`src/common/pptoer_pkg.sv`:
```
package pptoer_pkg;
	// Register map, byte addresses on a 12-bit window
	localparam int unsigned PPTOER_AW = 12;
	localparam logic [11:0] PPTOER_OFS_PECNT = 12'h74C;
	localparam logic [11:0] PPTOER_OFS_TOCTL = 12'h750;
	localparam logic [11:0] PPTOER_OFS_TOSTS = 12'h754;
	localparam logic [11:0] PPTOER_OFS_TORSEL = 12'h758;
	localparam logic [11:0] PPTOER_OFS_IRQSTS = 12'h770;
	localparam logic [11:0] PPTOER_OFS_IRQMSK = 12'h774;

	// Queue classes: posted, non-posted, completion, insertion
	localparam int unsigned PPTOER_NQ = 4;
	localparam int unsigned PPTOER_Q_POSTED = 0;
	localparam int unsigned PPTOER_Q_NONPOSTED = 1;
	localparam int unsigned PPTOER_Q_COMPLETION = 2;
	localparam int unsigned PPTOER_Q_INSERTION = 3;

	// Parity error counter field
	localparam int unsigned PPTOER_CNT_W = 8;
	localparam logic [7:0] PPTOER_CNT_MAX = 8'hFF;
	localparam logic [7:0] PPTOER_CNT_ONE = 8'h01;
	localparam logic [7:0] PPTOER_CNT_RST = 8'h00;

	// Time-out enable field
	localparam int unsigned PPTOER_TOEN_BIT = 0;
	localparam logic PPTOER_TOEN_RST = 1'b1;
	localparam logic [3:0] PPTOER_TOSTS_RST = 4'h0;

	// Reporting selector fields, two bits per class
	localparam int unsigned PPTOER_SEL_W = 2;
	localparam logic [1:0] PPTOER_SEL_NONE = 2'h0;
	localparam logic [1:0] PPTOER_SEL_COR = 2'h1;
	localparam logic [1:0] PPTOER_SEL_NONFATAL = 2'h2;
	localparam logic [1:0] PPTOER_SEL_FATAL = 2'h3;
	localparam logic [7:0] PPTOER_TORSEL_RST = 8'h82;

	// Interrupt status and mask layout
	localparam int unsigned PPTOER_IRQ_W = 5;
	localparam int unsigned PPTOER_IRQ_PE_BIT = 0;
	localparam int unsigned PPTOER_IRQ_Q_LSB = 1;
	localparam logic [4:0] PPTOER_IRQ_RST = 5'h00;

	// Bus answers
	localparam logic [1:0] PPTOER_RESP_OKAY = 2'h0;
	localparam logic [1:0] PPTOER_RESP_SLVERR = 2'h2;
	localparam logic [31:0] PPTOER_WORD_ZERO = 32'h00000000;
endpackage

```
`src/core/pptoer_regs.sv`:
```
// Decided for this implementation: the AXI4-Lite interface to the registers.
`timescale 1ns/10ps
// Functional notes
// - Count each end-to-end parity error in an 8-bit counter, bits 7:0.
// - Counter saturates at all-ones, never wraps to zero.
// - Reading the counter returns its value, then clears it.
// - Time-out enable is bit 0, enabled after reset.
// - While enabled, discard packets overstaying the core time-out.
// - Posted queue time-out discard sets status bit 0.
// - Non-posted queue time-out discard sets status bit 1.
// - Completion queue time-out discard sets status bit 2.
// - Insertion queue time-out discard sets status bit 3.
// - Report a time-out only on its status bit rising, per selector.
// - Selector: 0 none, 1 correctable, 2 non-fatal, 3 fatal.
// - Non-posted selector is bits 3:2, resets to none.
// - Completion selector is bits 5:4, resets to none.
// - Insertion selector is bits 7:6, resets to non-fatal.
module pptoer_regs
	import pptoer_pkg::*;
(
	input wire logic aclk,
	input wire logic aresetn,
	input wire logic por_n,
	input wire logic parity_err,
	input wire logic [3:0] overstay,
	output logic [3:0] discard,
	output logic err_cor,
	output logic err_nonfatal,
	output logic err_fatal,
	output logic irq,
	input wire logic [11:0] awaddr,
	input wire logic awvalid,
	output logic awready,
	input wire logic [31:0] wdata,
	input wire logic [3:0] wstrb,
	input wire logic wvalid,
	output logic wready,
	output logic [1:0] bresp,
	output logic bvalid,
	input wire logic bready,
	input wire logic [11:0] araddr,
	input wire logic arvalid,
	output logic arready,
	output logic [31:0] rdata,
	output logic [1:0] rresp,
	output logic rvalid,
	input wire logic rready
);

	////////////////////////////////////////////////////////////////////////
	// State
	logic [7:0] cnt_q, cnt_d;
	logic toen_q, toen_d;
	logic [3:0] sts_q, sts_d;
	logic [7:0] rsel_q, rsel_d;
	logic [4:0] ists_q, ists_d;
	logic [4:0] imsk_q, imsk_d;
	logic [3:0] discard_q;
	logic cor_q, nf_q, fat_q;
	logic irq_q;
	logic awready_q, wready_q, bvalid_q, arready_q, rvalid_q;
	logic [1:0] bresp_q, rresp_q;
	logic [31:0] rdata_q;

	// Any reset clears the non-sticky state
	wire rst_any = ~aresetn | ~por_n;

	////////////////////////////////////////////////////////////////////////
	// Bus handshake decode
	// Ready pulses one cycle after both address and data are seen
	wire wr_start = awvalid & wvalid & ~awready_q & ~bvalid_q;
	wire wr_fire = awvalid & awready_q & wvalid & wready_q & aresetn;
	wire rd_start = arvalid & ~arready_q & ~rvalid_q;
	wire rd_fire = arvalid & arready_q & aresetn;
	wire lane0 = wr_fire & wstrb[0]; // All fields live in byte 0

	wire wa_ctl = awaddr == PPTOER_OFS_TOCTL;
	wire wa_sts = awaddr == PPTOER_OFS_TOSTS;
	wire wa_sel = awaddr == PPTOER_OFS_TORSEL;
	wire wa_ists = awaddr == PPTOER_OFS_IRQSTS;
	wire wa_imsk = awaddr == PPTOER_OFS_IRQMSK;
	wire wa_cnt = awaddr == PPTOER_OFS_PECNT;
	wire wr_hit = wa_ctl | wa_sts | wa_sel | wa_ists | wa_imsk | wa_cnt;

	wire wr_ctl = lane0 & wa_ctl;
	wire wr_sel = lane0 & wa_sel;
	wire wr_imsk = lane0 & wa_imsk;
	wire [3:0] sts_clr = (lane0 & wa_sts) ? wdata[3:0] : 4'h0;
	wire [4:0] ists_clr = (lane0 & wa_ists) ? wdata[4:0] : 5'h00;

	// Read selection
	wire ra_cnt = araddr == PPTOER_OFS_PECNT;
	wire ra_ctl = araddr == PPTOER_OFS_TOCTL;
	wire ra_sts = araddr == PPTOER_OFS_TOSTS;
	wire ra_sel = araddr == PPTOER_OFS_TORSEL;
	wire ra_ists = araddr == PPTOER_OFS_IRQSTS;
	wire ra_imsk = araddr == PPTOER_OFS_IRQMSK;
	wire rd_hit = ra_cnt | ra_ctl | ra_sts | ra_sel | ra_ists | ra_imsk;
	wire [31:0] rd_word =
		ra_cnt ? {24'h000000, cnt_q} :
		ra_ctl ? {31'h00000000, toen_q} :
		ra_sts ? {28'h0000000, sts_q} :
		ra_sel ? {24'h000000, rsel_q} :
		ra_ists ? {27'h0000000, ists_q} :
		ra_imsk ? {27'h0000000, imsk_q} : PPTOER_WORD_ZERO;

	// Read side effect on the counter
	wire rc_clear = rd_fire & ra_cnt;

	////////////////////////////////////////////////////////////////////////
	// Parity error counter
	// An error in the clearing cycle counts as one, so none is lost
	wire cnt_full = cnt_q == PPTOER_CNT_MAX;
	wire [7:0] cnt_inc = cnt_q + PPTOER_CNT_ONE;
	assign cnt_d = rc_clear ? (parity_err ? PPTOER_CNT_ONE : PPTOER_CNT_RST) :
		(parity_err & ~cnt_full) ? cnt_inc : cnt_q;

	////////////////////////////////////////////////////////////////////////
	// Time-out enable, discard and write-one-to-clear status
	assign toen_d = wr_ctl ? wdata[PPTOER_TOEN_BIT] : toen_q;
	// Queue timers flag overstays; gating here keeps one enable point
	wire [3:0] discard_d = overstay & {4{toen_q}};
	// Set wins over a same-cycle write-one clear
	assign sts_d = (sts_q & ~sts_clr)
		| discard_q;
	assign rsel_d = wr_sel ? wdata[7:0] : rsel_q;

	////////////////////////////////////////////////////////////////////////
	// Per-class reporting on a zero-to-one status edge
	wire [3:0] rise = discard_q & ~sts_q;
	logic [3:0] rep_cor, rep_nf, rep_fat;
	genvar gi;
	generate
		for (gi = 0; gi < PPTOER_NQ; gi++)
		begin : g_class
			// Field gi sits at bits 2*gi+1:2*gi
			wire [1:0] sel =
				rsel_q[gi*PPTOER_SEL_W +: PPTOER_SEL_W];
			assign rep_cor[gi] = rise[gi] & (sel == PPTOER_SEL_COR);
			assign rep_nf[gi] = rise[gi]
				& (sel == PPTOER_SEL_NONFATAL);
			assign rep_fat[gi] = rise[gi]
				& (sel == PPTOER_SEL_FATAL);

			a_sts_set_bit: assert property (
				@(posedge aclk) disable iff (rst_any)
				discard_q[gi] |=> sts_q[gi])
				else $error("status bit not set by discard");

			a_sts_bit_hold: assert property (
				@(posedge aclk) disable iff (rst_any)
				sts_q[gi] && !sts_clr[gi] |=> sts_q[gi])
				else $error("status bit dropped without clear");

			a_report_fatal: assert property (
				@(posedge aclk) disable iff (rst_any)
				rise[gi] && sel == PPTOER_SEL_FATAL |=> fat_q)
				else $error("fatal report missing");
		end
	endgenerate

	////////////////////////////////////////////////////////////////////////
	// Interrupt status and mask
	wire [4:0] ists_set = {discard_q, parity_err};
	assign ists_d = (ists_q & ~ists_clr) | ists_set;
	assign imsk_d = wr_imsk ? wdata[4:0] : imsk_q;
	wire irq_d = |(ists_d & imsk_d);

	////////////////////////////////////////////////////////////////////////
	// Sticky state: only power-on reset clears it
	always_ff @(posedge aclk)
	begin
		if (!por_n)
		begin
			cnt_q <= PPTOER_CNT_RST;
			toen_q <= PPTOER_TOEN_RST;
			rsel_q <= PPTOER_TORSEL_RST;
		end
		else
		begin
			cnt_q <= cnt_d;
			toen_q <= toen_d;
			rsel_q <= rsel_d;
		end
	end

	// Event state, cleared by either reset
	always_ff @(posedge aclk)
	begin
		if (rst_any)
		begin
			sts_q <= PPTOER_TOSTS_RST;
			discard_q <= 4'h0;
			ists_q <= PPTOER_IRQ_RST;
			imsk_q <= PPTOER_IRQ_RST;
			irq_q <= 1'b0;
		end
		else
		begin
			sts_q <= sts_d;
			discard_q <= discard_d;
			ists_q <= ists_d;
			imsk_q <= imsk_d;
			irq_q <= irq_d;
		end
	end

	// Error message strobes, one cycle each
	always_ff @(posedge aclk)
	begin
		if (rst_any)
		begin
			cor_q <= 1'b0;
			nf_q <= 1'b0;
			fat_q <= 1'b0;
		end
		else
		begin
			cor_q <= |rep_cor;
			nf_q <= |rep_nf;
			fat_q <= |rep_fat;
		end
	end

	////////////////////////////////////////////////////////////////////////
	// Write channel: one write in flight
	always_ff @(posedge aclk)
	begin
		if (rst_any)
		begin
			awready_q <= 1'b0;
			wready_q <= 1'b0;
			bvalid_q <= 1'b0;
			bresp_q <= PPTOER_RESP_OKAY;
		end
		else
		begin
			awready_q <= wr_start;
			wready_q <= wr_start;
			if (wr_fire)
			begin
				bvalid_q <= 1'b1;
				bresp_q <= wr_hit ? PPTOER_RESP_OKAY : PPTOER_RESP_SLVERR;
			end
			else if (bready)
				bvalid_q <= 1'b0;
		end
	end

	// Read channel: one read in flight
	always_ff @(posedge aclk)
	begin
		if (rst_any)
		begin
			arready_q <= 1'b0;
			rvalid_q <= 1'b0;
			rdata_q <= PPTOER_WORD_ZERO;
			rresp_q <= PPTOER_RESP_OKAY;
		end
		else
		begin
			arready_q <= rd_start;
			if (rd_fire)
			begin
				rvalid_q <= 1'b1;
				rdata_q <= rd_word;
				rresp_q <= rd_hit ? PPTOER_RESP_OKAY : PPTOER_RESP_SLVERR;
			end
			else if (rready)
				rvalid_q <= 1'b0;
		end
	end

	// Outputs straight from flops
	assign discard = discard_q;
	assign err_cor = cor_q;
	assign err_nonfatal = nf_q;
	assign err_fatal = fat_q;
	assign irq = irq_q;
	assign awready = awready_q;
	assign wready = wready_q;
	assign bvalid = bvalid_q;
	assign bresp = bresp_q;
	assign arready = arready_q;
	assign rvalid = rvalid_q;
	assign rdata = rdata_q;
	assign rresp = rresp_q;

	////////////////////////////////////////////////////////////////////////
	// Checks
	a_cnt_increment: assert property (
		@(posedge aclk) disable iff (rst_any)
		parity_err && !cnt_full && !rc_clear |=>
		cnt_q == $past(cnt_q) + PPTOER_CNT_ONE)
		else $error("counter did not increment");

	a_cnt_saturate: assert property (
		@(posedge aclk) disable iff (rst_any)
		cnt_full && !rc_clear |=> cnt_full)
		else $error("counter wrapped");

	a_cnt_read_clear: assert property (
		@(posedge aclk) disable iff (rst_any)
		rc_clear && !parity_err |=>
		cnt_q == PPTOER_CNT_RST && rvalid_q &&
		rdata_q[7:0] == $past(cnt_q))
		else $error("read did not return then clear");

	a_discard_gate: assert property (
		@(posedge aclk) disable iff (rst_any)
		1'b1 |=> discard_q == ($past(overstay) & {4{$past(toen_q)}}))
		else $error("discard not gated by enable");

	a_no_report: assert property (
		@(posedge aclk) disable iff (rst_any)
		rise == 4'h0 |=> !cor_q && !nf_q && !fat_q)
		else $error("report without status rise");

	a_por_defaults: assert property (
		@(posedge aclk)
		!por_n |=> toen_q == PPTOER_TOEN_RST &&
		rsel_q == PPTOER_TORSEL_RST && sts_q == PPTOER_TOSTS_RST)
		else $error("power-on defaults wrong");

	a_sticky_keep: assert property (
		@(posedge aclk)
		!aresetn && por_n |=> toen_q == $past(toen_q) &&
		rsel_q == $past(rsel_q))
		else $error("sticky state lost on warm reset");

	a_irq_level: assert property (@(posedge aclk) disable iff (rst_any)
		irq_q == |(ists_q & imsk_q))
		else $error("irq level mismatch");

	a_bvalid_hold: assert property (@(posedge aclk) disable iff (rst_any)
		bvalid_q && !bready |=> bvalid_q && $stable(bresp_q))
		else $error("write answer dropped early");

	c_cnt_saturated: cover property (@(posedge aclk) disable iff (rst_any)
		cnt_full && parity_err);
	c_clear_with_err: cover property (@(posedge aclk) disable iff (rst_any)
		rc_clear && parity_err);
	c_fatal_report: cover property (@(posedge aclk) disable iff (rst_any)
		fat_q);
	c_irq_raised: cover property (@(posedge aclk) disable iff (rst_any)
		$rose(irq_q));

endmodule // pptoer_regs

```
`config.mk`:
```
export PLATFORM = sky130hd
export DESIGN_NAME = pptoer_regs
export DESIGN_NICKNAME = d
export VERILOG_FILES = /design/src/common/pptoer_pkg.sv /design/src/core/pptoer_regs.sv
export SDC_FILE = /design/constraint.sdc
export NUM_CORES = 1
export LEC_CHECK = 0
export ABC_AREA = 0
export BUFFER_PORTS_ARGS = -buffer_cell sky130_fd_sc_hd__buf_4
export CORE_ASPECT_RATIO = 0.8
export CORE_MARGIN = 2
export CORE_UTILIZATION = 47
export DETAILED_ROUTE_END_ITERATION = 8
export GPL_ROUTABILITY_DRIVEN = 0
export PLACE_DENSITY = 0.8
export RECOVER_POWER = 50
export SLEW_MARGIN = 5
export SYNTH_ARGS = -nofsm -noshare
export SYNTH_HDL_FRONTEND = slang
export SYNTH_SLANG_ARGS = --single-unit
```
`constraint.sdc`:
```
create_clock -name aclk -period 2.7 [get_ports aclk]
set_input_delay 0.27 -clock aclk [delete_from_list [all_inputs] [get_ports aclk]]
set_output_delay 0.27 -clock aclk [all_outputs]
set_load 0.02 [all_outputs]
```
==> reports/results.tsv <==
metric	value	unit
first-pass GRT wire length	11100	µm
Yosys warning count	0	
number of buffers created by CTS	5	
cell row count	24	
CTS root buf	clkbuf_8	
crit-path max FO	5	
Hold Buf Count CTS	0	
Post-DP Area	0.00318	mm²
leading area contributor after synthesis	dfxtp_1	
FF+latch area	0.00106	mm²
worst path required time	2850	ps
vias in the first global route	2322	
period utilization	0.813	
Synth top cells by count	53 x dfxtp_1, 33 x nand2_1, 28 x nor2_1	
number of setup buffers added after CTS	0	
CTS HTree Levels	2	
Seq/Total Area, Yosys	0.393	
count of flip-flops with a built-in enable after synthesis	0	
cells along the critical path	buf_4 > or4b_4 > nor4_1 > nand3_1 > a21oi_1 > o22a_1 > a31oi_1	
cell family with most CP delay	simple AND/OR/NAND/NOR gates	
number of DRC markers in iteration 0	217	
setup TNS	0	ps
post-route cell area	0.00316	mm²
max cap viols	0	
maximum clock rate	456	MHz
die height	71.8	µm
largest net degree at the start of global routing	31	
mapped cell area	0.00270	mm²
clock latency on the worst-skew pair	310	ps
Vias/cell	5.38	
Post-synth top flop	dfxtp_1	
# diodes	0	
Cell Pwr Density	446	mW/mm²
Final Hold Viols	0	
Placeable Area	0.00550	mm²
layout cell share with drive strength beyond 1	0.156	
syn avg cell area	8.52	µm²
IO Port Bufs	68	
all-layer global routing usage	0.224	
total number of vias	2485	
fin. max-slew vios	0	
number of library cell types mapped by synthesis	51	
CP max-delay cell	nor4_1	
Rel. slew slack	0.320	
WS Path Type	in2reg	
Final setup viols	0	
clock buffer depth	2	
FF+latch count, synth	53	
GRT overflow	0	
min cycle time layout	2190	ps
skew final	6.60	ps
clock slew at reported path FFs	90	ps
Synth top area share	0.393	
leading post-synthesis cells by cell area	dfxtp_1 39%, buf_4 7.5%, mux2i_1 5.2%	
Area Growth Syn to Fin	17.0	%
crit path launch type	input port	
outcome	finished clean	
routed len/inst	14.8	µm
fill cell count	527	
PostCTS Resize Cnt	0	
peak supply drop	0.288	mV
multi-input logic area	0.00147	mm²
IO Pins	122	
worst hold path class	in2reg	
RSZ-0062 raised after global routing	false	
final net count	457	
HPWL Detailed	5170	µm
CP arrival	2340	ps
cells after synthesis	317	
CTS tree	done	
Tightest Pin Transition	1020	ps
clk sinks	53	
initial antenna violation count	0	
biggest cell delay along the critical path	750	ps
Routed WL	6820	µm
ys async rst share	0	
DRT antenna net count	0	
die area	0.00637	mm²
die width	88.8	µm
Worst setup EP type	register	
Residual DRC	0	
crit path buf inv count	1	
TritonRoute pass-1 iters	6	
Pleak	1.21	nW
starting density of the core	0.492	
most numerous cell in the Yosys netlist	dfxtp_1	
kinds of logic after synthesis:
logic type                 after synthesis  share of synthesized area
adders and majority gates                1                    0.00463
other                                    1                    0.00139
xor gates and xnor gates                 3                    0.00973
AOI/OAI and AO/OA                       64                      0.152
DFF                                     53                      0.393
and+or+nand+nor                        141                      0.294
muxes                                   14                     0.0519
buffers and inverters                   40                     0.0936
power breakdown:
group          total (mW)  switching [mW]  internal [mW]
combinational       0.169           0.101         0.0676
clock               0.438           0.258          0.179
sequential          0.803          0.0118          0.791
total                1.41           0.372           1.04
cells in the final DEF, fill, tap and decap left out, types with 3 or more instances in the layout:
master    Yosys  routed
a21oi_1      25      25
a22oi_1       4       4
a31oi_1       4       4
a32oi_1       4       4
and3_1        8       8
buf_4        27      45
clkbuf_1      7      24
clkbuf_8      0       5
conb_1        1      26
dfxtp_1      53      53
inv_1         5       5
mux2i_1      14      14
nand2_1      33      33
nand2b_1      6       6
nand3_1      14      14
nand3b_1      8       8
nand4_1       3       3
nand4b_1      3       3
nor2_1       28      28
nor2b_1       9       9
nor3_1        5       5
nor4_1        1       3
o21a_1        4       4
o21ai_0       5       5
o22ai_1       7       7
or3_1         4       4
flip-flops by register name (all words and copies together), names as in the netlist, 4 cells and up:
name     count
sts_q        4
discard      4
rsel_q       8
rdata        8
imsk_q       5
ists_q       5
cnt_q        8
final timing paths:
kind	slack [ps]	to	start	cells past startpoint
setup reg to reg	520	irq	wready	6
setup / recovery	510	irq	awaddr[1]	7
hold / removal	170	rsel_q[7]	wdata[7]	3
hold reg to reg	450	rdata[5]	rdata[5]	2
metal layers:
layer,share of wire,GRT usage
met1,0.46,0.320
met2,0.44,0.346
met3,0.086,0.0380
met4,0.013,0.0724
met5,0,0
tightest hold or removal path, delay by kind of cell:
kind	cells	cell delay [ps]
muxes	1	50
buffers and inverters	1	80
and+or+nand+nor	1	60
stage by stage:
stage	cells	total power, mW	utilization	hold WS, ps	setup slack (ps)
final	462	1.41	0.575	174	506
after global routing	462	1.46	0.575	174	350
after CTS	462	1.42	0.594	167	597
after detailed placement	454	0.993	0.578	445	454
after global placement	454	0.989	0.578	438	492
after floorplan	342	0.939	-	395	736
final cells by class:
class,instances,area share
multi-input cells,249,0.465
flip-flops and latches,53,0.336
repair buffers,69,0.135
well taps,78,0.0309
clock buffers,5,0.0218
inverters,5,0.00594
clock inverters,3,0.00554
Power figures use the tool's default switching activity.
